===== config.mk =====
export PLATFORM = sky130hd
export DESIGN_NAME = fpes_host
export DESIGN_NICKNAME = d
export VERILOG_FILES = /design/src/rtl/fpes_pkg.sv /design/src/rtl/fpes_host.sv
export SDC_FILE = /design/constraint.sdc
export NUM_CORES = 1
export LEC_CHECK = 0
export ABC_AREA = 1
export BUFFER_PORTS_ARGS = -buffer_cell sky130_fd_sc_hd__buf_2
export CORE_ASPECT_RATIO = 0.6
export CORE_UTILIZATION = 56
export DETAILED_ROUTE_END_ITERATION = 10
export PLACE_DENSITY = 0.8
export SETUP_SLACK_MARGIN = 0.1
export SLEW_MARGIN = 10
export SYNTH_ARGS = -nofsm -noshare
export SYNTH_HDL_FRONTEND = slang
export SYNTH_SLANG_ARGS = --single-unit

===== constraint.sdc =====
create_clock -name MCLK_I -period 3.2 [get_ports MCLK_I]
set_input_delay 0.16 -clock MCLK_I [delete_from_list [all_inputs] [get_ports MCLK_I]]
set_output_delay 0.16 -clock MCLK_I [all_outputs]
set_load 0.005 [all_outputs]

===== src/rtl/fpes_pkg.sv =====
/*
 * Package for the flash program/erase host controller: register map, field positions,
 * operation codes, flash bus timing counts, state encoding and carrier structs.
 * Assumes a 100 MHz clock and a parallel NOR flash reached through its asynchronous strobes.
 */
// Contract
// - Host resumes suspended erase with resume command
// - Time-limit failure needs host reset to recover
// - Program: two unlocks, program code, address/data
// - Sector erase: six write cycles with address
// - Chip erase: six write cycles, same pattern
// - Write cycle needs chip select, write low, output high
package fpes_pkg;

    localparam int CLK_MHZ = 100;
    localparam int ADDR_W  = 26;
    localparam int DATA_W  = 16;
    localparam int CNT_W   = 16;

    // Least times, rounded up to whole cycles
    localparam int TAS_NS    = 20;
    localparam int TWP_NS    = 50;
    localparam int TWPH_NS   = 30;
    localparam int TRC_NS    = 120;
    localparam int TRP_NS    = 500;
    localparam int TREADY_NS = 20000;

    function automatic logic [CNT_W-1:0] cyc_min(input int ns);
        int c;
        c = (ns * CLK_MHZ + 999) / 1000;
        if (c < 1)
        begin
            c = 1;
        end
        return CNT_W'(c - 1);
    endfunction : cyc_min

    localparam logic [CNT_W-1:0] TAS_CYC    = cyc_min(TAS_NS);
    localparam logic [CNT_W-1:0] TWP_CYC    = cyc_min(TWP_NS);
    localparam logic [CNT_W-1:0] TWPH_CYC   = cyc_min(TWPH_NS);
    localparam logic [CNT_W-1:0] TRC_CYC    = cyc_min(TRC_NS);
    localparam logic [CNT_W-1:0] TRP_CYC    = cyc_min(TRP_NS);
    localparam logic [CNT_W-1:0] TREADY_CYC = cyc_min(TREADY_NS);

    // Register byte offsets
    localparam logic [7:0] REG_CTRL   = 8'h00;
    localparam logic [7:0] REG_ADDR   = 8'h04;
    localparam logic [7:0] REG_WDATA  = 8'h08;
    localparam logic [7:0] REG_STATUS = 8'h0c;
    localparam logic [7:0] REG_RDATA  = 8'h10;

    localparam int CTRL_OP_LSB    = 0;
    localparam int CTRL_NOWAIT    = 4;
    localparam int ST_BUSY        = 0;
    localparam int ST_DONE        = 1;
    localparam int ST_FAIL        = 2;
    localparam int ST_READY_BUSY  = 3;

    // Flash status word bits
    localparam int DATA_POLL_BIT   = 7;
    localparam int TOGGLE_BIT      = 6;
    localparam int TIME_LIMIT_FLAG = 5;

    localparam logic [DATA_W-1:0] CMD_PROGRAM = 16'h00a0;
    localparam logic [DATA_W-1:0] CMD_RESET   = 16'h00f0;

    typedef enum logic [2:0] {
        OP_READ   = 3'h0,
        OP_PROG   = 3'h1,
        OP_SECT   = 3'h2,
        OP_CHIP   = 3'h3,
        OP_SUSP   = 3'h4,
        OP_RESUME = 3'h5,
        OP_SWRST  = 3'h6,
        OP_HWRST  = 3'h7
    } fpes_op_e;

    typedef enum logic [8:0] {
        S_IDLE = 9'h001,
        S_WSET = 9'h002,
        S_WLOW = 9'h004,
        S_WHI  = 9'h008,
        S_RD   = 9'h010,
        S_RGAP = 9'h020,
        S_RSTL = 9'h040,
        S_RSTW = 9'h080,
        S_SPARE = 9'h100
    } fpes_state_e;

    typedef struct packed {
        logic [ADDR_W-1:0] addr;
        logic [DATA_W-1:0] data;
    } fpes_cyc_s;

endpackage : fpes_pkg


===== src/rtl/fpes_host.sv =====
/*
 * Host controller for a parallel NOR flash: software orders program, sector/chip erase,
 * suspend, resume, reads and resets through Wishbone registers; the controller runs the
 * unlock sequences on the flash strobes and polls the toggle bit until the operation ends.
 * Assumes all flash inputs are synchronous to MCLK_I and a single classic Wishbone master.
 */
// The placing of the registers and register access over Wishbone were decided locally.
`timescale 1ns/1ns
module fpes_host #(
    parameter logic [25:0] UNLOCK1_ADDR   = 26'h000_0555, // First unlock address
    parameter logic [25:0] UNLOCK2_ADDR   = 26'h000_02aa, // Second unlock address
    parameter logic [15:0] UNLOCK1_DATA   = 16'h00aa,     // First unlock data
    parameter logic [15:0] UNLOCK2_DATA   = 16'h0055,     // Second unlock data
    parameter logic [15:0] CMD_ERASE_CFG  = 16'h0080,     // Erase configuration code
    parameter logic [15:0] CMD_SECT_ERASE = 16'h0030,     // Sector erase code
    parameter logic [15:0] CMD_CHIP_ERASE = 16'h0010,     // Chip erase code
    parameter logic [15:0] CMD_SUSPEND    = 16'h00b0,     // Erase suspend code
    parameter logic [15:0] CMD_RESUME     = 16'h0030      // Erase resume code
) (
    input  wire logic        MCLK_I,            // 100 MHz clock
    input  wire logic        RSTN_I,            // Async reset, active low
    input  wire logic        WB_CYC_I,          // Wishbone cycle
    input  wire logic        WB_STB_I,          // Wishbone strobe
    input  wire logic        WB_WE_I,           // Wishbone write
    input  wire logic [7:0]  WB_ADR_I,          // Byte address
    input  wire logic [3:0]  WB_SEL_I,          // Byte lanes
    input  wire logic [31:0] WB_DAT_I,          // Write data
    output logic      [31:0] WB_DAT_O,          // Read data
    output logic             WB_ACK_O,          // Acknowledge
    output logic      [25:0] FLASH_ADDR_O,      // Flash address
    input  wire logic [15:0] FLASH_DQ_I,        // Flash data in
    output logic      [15:0] FLASH_DQ_O,        // Flash data out
    output logic             FLASH_DQ_OE_O,     // High while driving data
    output logic             FLASH_CE_N_O,      // Chip select, low active
    output logic             FLASH_WE_N_O,      // Write strobe, low active
    output logic             FLASH_OE_N_O,      // Output enable, low active
    output logic             FLASH_RESET_N_O,   // Hardware reset, low active
    input  wire logic        FLASH_READY_BUSY_I // Ready high, busy low
);

    // ==========================================================================
    // Register file
    // ==========================================================================
    logic [25:0]              addr_reg;
    logic [15:0]              wdata_reg;
    logic [15:0]              rdata;
    logic                     done_flag;
    logic                     fail_flag;
    logic                     wb_ack;
    logic [31:0]              wb_dat;
    fpes_pkg::fpes_state_e    state;
    fpes_pkg::fpes_state_e    next_state;

    wire wb_req    = WB_CYC_I & WB_STB_I;
    wire wb_wr     = wb_req & WB_WE_I & wb_ack;
    wire wr_ctrl   = wb_wr & (WB_ADR_I == fpes_pkg::REG_CTRL) & WB_SEL_I[0];
    wire wr_addr   = wb_wr & (WB_ADR_I == fpes_pkg::REG_ADDR);
    wire wr_wdata  = wb_wr & (WB_ADR_I == fpes_pkg::REG_WDATA);
    wire wr_status = wb_wr & (WB_ADR_I == fpes_pkg::REG_STATUS) & WB_SEL_I[0];
    wire busy      = (state != fpes_pkg::S_IDLE);
    wire start     = wr_ctrl & ~busy;
    wire [2:0] ctrl_op  = WB_DAT_I[fpes_pkg::CTRL_OP_LSB +: 3];
    wire ctrl_nowait    = WB_DAT_I[fpes_pkg::CTRL_NOWAIT];

    wire [31:0] wmask = {{8{WB_SEL_I[3]}}, {8{WB_SEL_I[2]}}, {8{WB_SEL_I[1]}}, {8{WB_SEL_I[0]}}};
    wire [31:0] addr_merged  = ({6'h00, addr_reg} & ~wmask) | (WB_DAT_I & wmask);
    wire [31:0] wdata_merged = ({16'h0000, wdata_reg} & ~wmask) | (WB_DAT_I & wmask);

    wire [31:0] status_word = {28'h000_0000, FLASH_READY_BUSY_I, fail_flag, done_flag, busy};
    wire [31:0] read_mux =
        (WB_ADR_I == fpes_pkg::REG_ADDR)   ? {6'h00, addr_reg}    :
        (WB_ADR_I == fpes_pkg::REG_WDATA)  ? {16'h0000, wdata_reg} :
        (WB_ADR_I == fpes_pkg::REG_STATUS) ? status_word           :
        (WB_ADR_I == fpes_pkg::REG_RDATA)  ? {16'h0000, rdata}     :
                                             32'h0000_0000;

    // Ack one cycle after the request, dropped the cycle after
    always_ff @(posedge MCLK_I or negedge RSTN_I)
    begin
        if (!RSTN_I)
        begin
            wb_ack <= 1'b0;
            wb_dat <= 32'h0000_0000;
        end
        else
        begin
            wb_ack <= wb_req & ~wb_ack;
            wb_dat <= read_mux;
        end
    end

    assign WB_ACK_O = wb_ack;
    assign WB_DAT_O = wb_dat;

    // ==========================================================================
    // Command sequence table
    // ==========================================================================
    fpes_pkg::fpes_op_e       cur_op;
    fpes_pkg::fpes_op_e       next_op;
    logic [2:0]               step;
    logic [2:0]               next_step;

    function automatic fpes_pkg::fpes_cyc_s seq_cyc(input fpes_pkg::fpes_op_e op, input logic [2:0] st,
                                                   input logic [25:0] a, input logic [15:0] d);
        fpes_pkg::fpes_cyc_s c;
        c = '{addr: a, data: fpes_pkg::CMD_RESET};
        unique case (op)
            fpes_pkg::OP_PROG:
            begin
                unique case (st)
                    3'd0:    c = '{addr: UNLOCK1_ADDR, data: UNLOCK1_DATA};
                    3'd1:    c = '{addr: UNLOCK2_ADDR, data: UNLOCK2_DATA};
                    3'd2:    c = '{addr: UNLOCK1_ADDR, data: fpes_pkg::CMD_PROGRAM};
                    default: c = '{addr: a, data: d};
                endcase
            end
            fpes_pkg::OP_SECT, fpes_pkg::OP_CHIP:
            begin
                unique case (st)
                    3'd0, 3'd3: c = '{addr: UNLOCK1_ADDR, data: UNLOCK1_DATA};
                    3'd1, 3'd4: c = '{addr: UNLOCK2_ADDR, data: UNLOCK2_DATA};
                    3'd2:       c = '{addr: UNLOCK1_ADDR, data: CMD_ERASE_CFG};
                    default:    c = (op == fpes_pkg::OP_SECT) ? '{addr: a, data: CMD_SECT_ERASE}
                                                              : '{addr: UNLOCK1_ADDR, data: CMD_CHIP_ERASE};
                endcase
            end
            fpes_pkg::OP_SUSP:   c = '{addr: a, data: CMD_SUSPEND};
            fpes_pkg::OP_RESUME: c = '{addr: a, data: CMD_RESUME};
            default:             c = '{addr: a, data: fpes_pkg::CMD_RESET};
        endcase
        return c;
    endfunction : seq_cyc

    wire [2:0] last_step =
        (cur_op == fpes_pkg::OP_PROG)                               ? 3'd3 :
        (cur_op == fpes_pkg::OP_SECT || cur_op == fpes_pkg::OP_CHIP) ? 3'd5 : 3'd0;
    wire poll_op = (cur_op == fpes_pkg::OP_PROG) | (cur_op == fpes_pkg::OP_SECT) |
                   (cur_op == fpes_pkg::OP_CHIP) | (cur_op == fpes_pkg::OP_SUSP) |
                   (cur_op == fpes_pkg::OP_RESUME);
    wire fpes_pkg::fpes_cyc_s next_cyc = seq_cyc(next_op, next_step, addr_reg, wdata_reg);

    // ==========================================================================
    // Flash cycle engine
    // ==========================================================================
    logic [fpes_pkg::CNT_W-1:0] cnt;
    logic [fpes_pkg::CNT_W-1:0] next_cnt;
    logic                       nowait;
    logic                       next_nowait;
    logic                       polling;
    logic                       next_polling;
    logic                       have_prev;
    logic                       next_have_prev;
    logic [15:0]                prev_dq;
    logic [15:0]                next_prev_dq;
    logic [15:0]                next_rdata;
    logic                       fail_pend;
    logic                       next_fail_pend;
    logic                       set_done;
    logic                       set_fail;

    wire cnt_zero = (cnt == '0);
    // Toggle bit compared across two separate read cycles
    wire toggled  = (FLASH_DQ_I[fpes_pkg::TOGGLE_BIT] != prev_dq[fpes_pkg::TOGGLE_BIT]);
    wire time_out = FLASH_DQ_I[fpes_pkg::TIME_LIMIT_FLAG];

    always_comb
    begin
        next_state     = state;
        next_cnt       = cnt_zero ? cnt : cnt - 1'b1;
        next_step      = step;
        next_op        = cur_op;
        next_nowait    = nowait;
        next_polling   = polling;
        next_have_prev = have_prev;
        next_prev_dq   = prev_dq;
        next_rdata     = rdata;
        next_fail_pend = fail_pend;
        set_done       = 1'b0;
        set_fail       = 1'b0;
        unique case (state)
            fpes_pkg::S_IDLE:
            begin
                if (start)
                begin
                    next_op      = fpes_pkg::fpes_op_e'(ctrl_op);
                    next_nowait  = ctrl_nowait;
                    next_step    = 3'd0;
                    next_polling = 1'b0;
                    if (ctrl_op == fpes_pkg::OP_HWRST)
                    begin
                        next_state = fpes_pkg::S_RSTL;
                        next_cnt   = fpes_pkg::TRP_CYC;
                    end
                    else if (ctrl_op == fpes_pkg::OP_READ)
                    begin
                        next_state = fpes_pkg::S_RD;
                        next_cnt   = fpes_pkg::TRC_CYC;
                    end
                    else
                    begin
                        next_state = fpes_pkg::S_WSET;
                        next_cnt   = fpes_pkg::TAS_CYC;
                    end
                end
            end
            fpes_pkg::S_WSET:
            begin
                if (cnt_zero)
                begin
                    next_state = fpes_pkg::S_WLOW;
                    next_cnt   = fpes_pkg::TWP_CYC;
                end
            end
            fpes_pkg::S_WLOW:
            begin
                if (cnt_zero)
                begin
                    next_state = fpes_pkg::S_WHI;
                    next_cnt   = fpes_pkg::TWPH_CYC;
                end
            end
            fpes_pkg::S_WHI:
            begin
                if (cnt_zero)
                begin
                    if (step != last_step)
                    begin
                        next_step  = step + 3'd1;
                        next_state = fpes_pkg::S_WSET;
                        next_cnt   = fpes_pkg::TAS_CYC;
                    end
                    else if (poll_op && !nowait)
                    begin
                        next_polling   = 1'b1;
                        next_have_prev = 1'b0;
                        next_state     = fpes_pkg::S_RD;
                        next_cnt       = fpes_pkg::TRC_CYC;
                    end
                    else
                    begin
                        // No-wait leaves the erase window open for more sectors
                        next_state     = fpes_pkg::S_IDLE;
                        set_done       = 1'b1;
                        set_fail       = fail_pend;
                        next_fail_pend = 1'b0;
                    end
                end
            end
            fpes_pkg::S_RD:
            begin
                if (cnt_zero)
                begin
                    next_rdata   = FLASH_DQ_I;
                    next_prev_dq = FLASH_DQ_I;
                    if (!polling)
                    begin
                        next_state = fpes_pkg::S_IDLE;
                        set_done   = 1'b1;
                    end
                    // Time limit believed only when two status reads in a row show it
                    else if (!have_prev || (toggled && !(time_out && prev_dq[fpes_pkg::TIME_LIMIT_FLAG])))
                    begin
                        next_have_prev = 1'b1;
                        next_state     = fpes_pkg::S_RGAP;
                    end
                    else if (!toggled)
                    begin
                        // Flash back in read mode by itself
                        next_state = fpes_pkg::S_IDLE;
                        set_done   = 1'b1;
                    end
                    else
                    begin
                        // Stuck on time limit: recover with a reset command
                        next_fail_pend = 1'b1;
                        next_op        = fpes_pkg::OP_SWRST;
                        next_step      = 3'd0;
                        next_polling   = 1'b0;
                        next_state     = fpes_pkg::S_WSET;
                        next_cnt       = fpes_pkg::TAS_CYC;
                    end
                end
            end
            fpes_pkg::S_RGAP:
            begin
                next_state = fpes_pkg::S_RD;
                next_cnt   = fpes_pkg::TRC_CYC;
            end
            fpes_pkg::S_RSTL:
            begin
                if (cnt_zero)
                begin
                    next_state = fpes_pkg::S_RSTW;
                    next_cnt   = fpes_pkg::TREADY_CYC;
                end
            end
            fpes_pkg::S_RSTW:
            begin
                if (cnt_zero && FLASH_READY_BUSY_I)
                begin
                    next_state = fpes_pkg::S_IDLE;
                    set_done   = 1'b1;
                end
            end
            default:
            begin
                next_state = fpes_pkg::S_IDLE;
            end
        endcase
    end

    // Write strobe low only with chip select low and output enable high
    wire ce_on  = (next_state == fpes_pkg::S_WSET) | (next_state == fpes_pkg::S_WLOW) |
                  (next_state == fpes_pkg::S_RD);
    wire we_on  = (next_state == fpes_pkg::S_WLOW);
    wire oe_on  = (next_state == fpes_pkg::S_RD);
    wire drv_on = (next_state == fpes_pkg::S_WSET) | (next_state == fpes_pkg::S_WLOW) |
                  (next_state == fpes_pkg::S_WHI);

    always_ff @(posedge MCLK_I or negedge RSTN_I)
    begin
        if (!RSTN_I)
        begin
            state     <= fpes_pkg::S_IDLE;
            cnt       <= '0;
            step      <= 3'd0;
            cur_op    <= fpes_pkg::OP_READ;
            nowait    <= 1'b0;
            polling   <= 1'b0;
            have_prev <= 1'b0;
            prev_dq   <= 16'h0000;
            rdata     <= 16'h0000;
            fail_pend <= 1'b0;
        end
        else
        begin
            state     <= next_state;
            cnt       <= next_cnt;
            step      <= next_step;
            cur_op    <= next_op;
            nowait    <= next_nowait;
            polling   <= next_polling;
            have_prev <= next_have_prev;
            prev_dq   <= next_prev_dq;
            rdata     <= next_rdata;
            fail_pend <= next_fail_pend;
        end
    end

    // Sticky flags: a hardware set wins over a software clear
    always_ff @(posedge MCLK_I or negedge RSTN_I)
    begin
        if (!RSTN_I)
        begin
            addr_reg  <= 26'h000_0000;
            wdata_reg <= 16'h0000;
            done_flag <= 1'b0;
            fail_flag <= 1'b0;
        end
        else
        begin
            if (wr_addr && !busy)
            begin
                addr_reg <= addr_merged[25:0];
            end
            if (wr_wdata && !busy)
            begin
                wdata_reg <= wdata_merged[15:0];
            end
            done_flag <= set_done | (done_flag & ~(wr_status & WB_DAT_I[fpes_pkg::ST_DONE]));
            fail_flag <= set_fail | (fail_flag & ~(wr_status & WB_DAT_I[fpes_pkg::ST_FAIL]));
        end
    end

    // Flash pins from flops; reset output low during reset holds the flash in read mode
    always_ff @(posedge MCLK_I or negedge RSTN_I)
    begin
        if (!RSTN_I)
        begin
            FLASH_ADDR_O    <= 26'h000_0000;
            FLASH_DQ_O      <= 16'h0000;
            FLASH_DQ_OE_O   <= 1'b0;
            FLASH_CE_N_O    <= 1'b1;
            FLASH_WE_N_O    <= 1'b1;
            FLASH_OE_N_O    <= 1'b1;
            FLASH_RESET_N_O <= 1'b0;
        end
        else
        begin
            FLASH_ADDR_O    <= oe_on ? addr_reg : next_cyc.addr;
            FLASH_DQ_O      <= next_cyc.data;
            FLASH_DQ_OE_O   <= drv_on;
            FLASH_CE_N_O    <= ~ce_on;
            FLASH_WE_N_O    <= ~we_on;
            FLASH_OE_N_O    <= ~oe_on;
            FLASH_RESET_N_O <= (next_state != fpes_pkg::S_RSTL);
        end
    end

endmodule : fpes_host


# Yosys cells after proc, flatten, opt, wreduce, memory -nomap -nowiden
# Index checks and enable logic that the tools add are counted.
# totals
input_bits	66
regBits	169
out_inout_bits	80
# op_classes
bitwise	37
n_eq_ne	45
n_reduce_logical	26
mux	91
addsub	2
# ops
cell	n
$pmux 42 s3	2
$mux 16	15
$pmux 42 s4	1
$pmux 16 s7	1
$pmux 9 s8	1
$mux 9	7
$and 26x26->26	2
$mux 26	2
$mux 3	14
$mux 42	1
$mux 1	32
$not 26->26	1
$or 26x26->26	1
$ne 2x2->1 const B	10
$eq 3x2->1 const B	6
$eq 3x3->1 const B	6
$eq 9x2->1 const B	2
$eq 9x3->1 const B	2
$eq 9x4->1 const B	2
$eq 9x5->1 const B	2
$mux 6	3
$and 16x16->16	1
$eq 8x4->1 const B	2
$logic_not 16->1	1
37 further kinds	84

# Longest topological paths before layout
# depth
ltp_word	14
depth_mapped	20
ltp_nobuf	19

# Least setup slack after synthesis
# Ideal clock, no wire load.
# synth_timing
kind	reg-to-reg
start	register cnt[0] in the netlist's numbering
end	register FLASH_ADDR_O[15]
slack_ns	0.951
stages_incl_launch_ff	21
t_arrival_ns	2.138
n_path_buf	1
synth_period_minus_slack_ns	2.249
cell_sequence	dfrtp_1 > inv_1 > ha_1 > nand3_2 > inv_2 > nand2_2 > nor2_8 > nand2_2 > nand2_4 > nand3_1 > nand2_2 > nand2_4 > inv_4 > nand2_4 > nand2_4 > inv_4 > nand2_4 > nand3b_4 > buf_6 > nand2_2 > inv_2
# synth_between
elab_chain_len	8
# synth_lines
element	line	rtl
start: declaration	fpes_host.sv:145	logic [fpes_pkg::CNT_W-1:0] cnt;
start signal: assignment	fpes_host.sv:338	cnt <= next_cnt;
$logic_not 16->1 (*)	fpes_host.sv:161	wire cnt_zero = (cnt == '0);
$mux 3 (on tied branches)	fpes_host.sv:251, fpes_host.sv:224	
$pmux 3 s3 (*)	fpes_host.sv:180	unique case (state)
via next_step[0]	fpes_host.sv:101	logic [2:0] next_step;
$eq 3x1->1 (tied with other cells)	fpes_host.sv:110, fpes_host.sv:119	
$reduce_or 2->1	fpes_host.sv:119	unique case (st)
$pmux 42 s3	fpes_host.sv:119	
$pmux 42 s4 (*)	fpes_host.sv:107	unique case (op)
$mux 26 (*)	fpes_host.sv:390	FLASH_ADDR_O <= oe_on ? addr_reg : next_cyc.addr;
end signal: assignment	fpes_host.sv:390	
end: declaration	fpes_host.sv:30	output logic [25:0] FLASH_ADDR_O,
# Mark *: on every way through the listed nets, which the timed path passes. The rest lies on a longest branch.
# A chain may end at the register's enable or synchronous reset.

# Final worst setup path
# layout_timing
start	register cnt[0] in the netlist's numbering
end	register FLASH_ADDR_O[8]
# layout_between
elab_chain_len	8
# layout_lines
element	line
$logic_not 16->1 (*)	fpes_host.sv:161
$mux 3 (on tied branches)	fpes_host.sv:251, fpes_host.sv:224
$pmux 3 s3 or $pmux 3 s2 (tied branches)	fpes_host.sv:180
$eq 3x1->1 (tied with other cells)	fpes_host.sv:110, fpes_host.sv:119
$reduce_or 2->1 or $mux 42 (tied branches)	fpes_host.sv:119, fpes_host.sv:123
$pmux 42 s3	fpes_host.sv:119
$pmux 42 s4	fpes_host.sv:107
$mux 26 (*)	fpes_host.sv:390
# Every way passes the cells marked *; elsewhere a longest branch is shown, timed or not.

==> flow_summary.json <==
{
  "outcome": "completed",
  "finalCritPeriodShare_pct": 87.69,
  "syn_area_um2": 8210,
  "whs_path_depth": 3,
  "synth_edf_count": 0,
  "worstHoldPathType": "in2reg",
  "hpwlAfterDp_um": 16230,
  "tns_ps": 0,
  "synth_ff_type": "dfrtp_1",
  "final-setup-viol-count": 0,
  "rsz0062_at_grt": "no",
  "worstPathRequired_ps": 3490,
  "finalPower_w": 0.005310,
  "syn_inst": 931,
  "coreArea_um2": 14000,
  "cts-root-buf": "clkbuf_16",
  "reg2reg_depth": 13,
  "post-synth-top-area-cell": "dfrtp_1",
  "yosys-top-cells-count": "nand2_1, dfrtp_1, inv_1, nor2_1, o21ai_0",
  "areaGrowthSynthToFinish_pct": 21.79,
  "port_buffers": 133,
  "cts_buffers": 17,
  "globalRouteTotalUtil_pct": 31.24,
  "drive_above_1_share_pct": 26.81,
  "nNetsFinal": 1176,
  "cts_resized": 0,
  "grt_pass1_wl_um": 34800,
  "wl_um": 22560,
  "firstDrtPassIters": 5,
  "grt_max_degree": 71,
  "vias": 7195,
  "yosysMostFrequentCell": "nand2_1",
  "drv_slew": 0,
  "worstPathArrival_ps": 3100,
  "drt_iter0_markers": 723,
  "ioPinCount": 146,
  "end_kind": "flip-flop",
  "maxCapViolCount": 0,
  "stdcell_area_um2": 10000,
  "synth_top_area_share_pct": 50.29,
  "timing.rr.end": "FLASH_ADDR_O[8]",
  "period_minus_slack_ps": 2806,
  "die_y_um": 95.79,
  "avgSynthCellArea_um2": 8.819,
  "ctsHoldBuffers": 25,
  "min_from": "WB_DAT_I[15]",
  "r2r_slack_ps": 390,
  "dp_cells": 1254,
  "clk_latency_ps": 430,
  "yosysWarnings": 0,
  "antenna_found_initial": 0,
  "async_flop_share_pct": 100.0,
  "cp-start-kind": "flip-flop",
  "num_rows": 33,
  "fp.dieArea_um2": 15170,
  "pwr_density_cell_nw_per_um2": 531.0,
  "ir_worst_vdd_mv": 0.4563,
  "p_leak_nw": 5.373,
  "ys_types": 57,
  "htreeDepth": 4,
  "wl_per_cell_um": 17.21,
  "path_class": "reg2reg",
  "finalHoldViolCount": 0,
  "ys_top_cells_by_area": "dfrtp_1, nand2_1, inv_1",
  "timing.fmax_mhz": 356.4,
  "post-route-util_pct": 71.44,
  "antenna-diode-count": 0,
  "r2r-start": "cnt[0]",
  "postRouteAntennaNets": 0,
  "relSlewSlack_pct": 41.08,
  "placed_area_um2": 9141,
  "clk_pin_slew_ps": 70,
  "cts_setup_buffers": 0,
  "grt_pass1_vias": 6399,
  "cts_buffer_depth": 2,
  "viasPerCell": 5.488,
  "crit_fanout": 7,
  "cts_tree": "done",
  "initial_core_util_pct": 58.66,
  "ys_seq_elements": 169,
  "stdcell_count": 1311,
  "cts_sinks": 169,
  "fp.dieW_um": 158.3,
  "gp_congestion": 1.057,
  "gr-total-overflow": 0,
  "worst_pin_slew_ps": 875.8,
  "drcViolationCount": 0,
  "synth_seq_area_share_pct": 51.57,
  "fin_skew_ps": 13.10
}
-- cells by family after synthesis --
kind of cell    share of synthesized area, %
mux                                    3.429
xor+xnor                               1.280
fa+ha+maj                             0.6096
buf+inv                                7.711
simple gates                           26.75
other cells                          0.04567
compound gates                         8.610
flops                                  51.57
-- worst max-delay path by stage --
stage,startpoint,end,slack (ps)
2_1_floorplan,cnt[0],FLASH_ADDR_O[15],950
3_3_place_gp,cnt[0],FLASH_ADDR_O[14],540
3_5_place_dp,cnt[0],FLASH_ADDR_O[12],460
4_1_cts,cnt[0],FLASH_ADDR_O[12],410
5_1_grt,cnt[0],FLASH_ADDR_O[12],150
6_report,cnt[0],FLASH_ADDR_O[8],390
-- per-stage QoR --
step	hold slack (ps)	worst slack [ps]
floorplan	-135.6	951.3
global placement	212.5	543.2
detailed placement	212.9	456.6
CTS	2.564	414.8
global route	9.673	147.7
finish	2.405	393.8
-- where the power goes --
group | internal [W] | total [W] | switching, W
combinational | 0.000301 | 0.000829 | 0.000527
sequential | 0.00223 | 0.00233 | 0.000101
clock | 0.00119 | 0.00215 | 0.000957
total | 0.00372 | 0.00531 | 0.00159
-- layer usage --
layer  up-vias  routed length [um]  GRT usage (%)
met5         -                   0              0
met4         0                 255          6.811
met3        30                2655          8.645
met2       376                9382          42.84
met1      3428               10270          48.56
li1       3361                   -              -
-- cell usage in the layout (no fill, tap or decap), types with 17 or more instances in the layout --
| cell | count |
|---|---|
| clkbuf_16 | 17 |
| dfrtp_1 | 165 |
| mux2_2 | 25 |
| inv_2 | 25 |
| nor2_1 | 77 |
| a21oi_1 | 26 |
| o21ai_0 | 58 |
| nand4_1 | 22 |
| buf_2 | 132 |
| nand2_1 | 204 |
| nand3_1 | 56 |
| inv_1 | 108 |
| dlygate4sd3_1 | 25 |
| nand2_2 | 21 |
-- critical path, cell delays in order (launching register included) --
cell and delay (ps):
dfrtp_1 400, inv_1 100, ha_1 230, nand3_2 150, nor2_1 260, nand4_1 160
nand2_2 210, nand3_4 130, a21oi_4 190, nand2_1 110, o21ai_1 300, inv_1 170
o21ai_0 130, nand3_1 140
-- layout make-up --
cell class	count	area (um2)
clock buffer	18	429.2
clock inverter	14	178.9
fill	1044	3998
inverter	137	523.0
multi-input combinational	612	3377
sequential	169	4234
tap	192	240.2
timing repair buffer	169	1017
No activity file was read; power rests on OpenSTA's default activity.
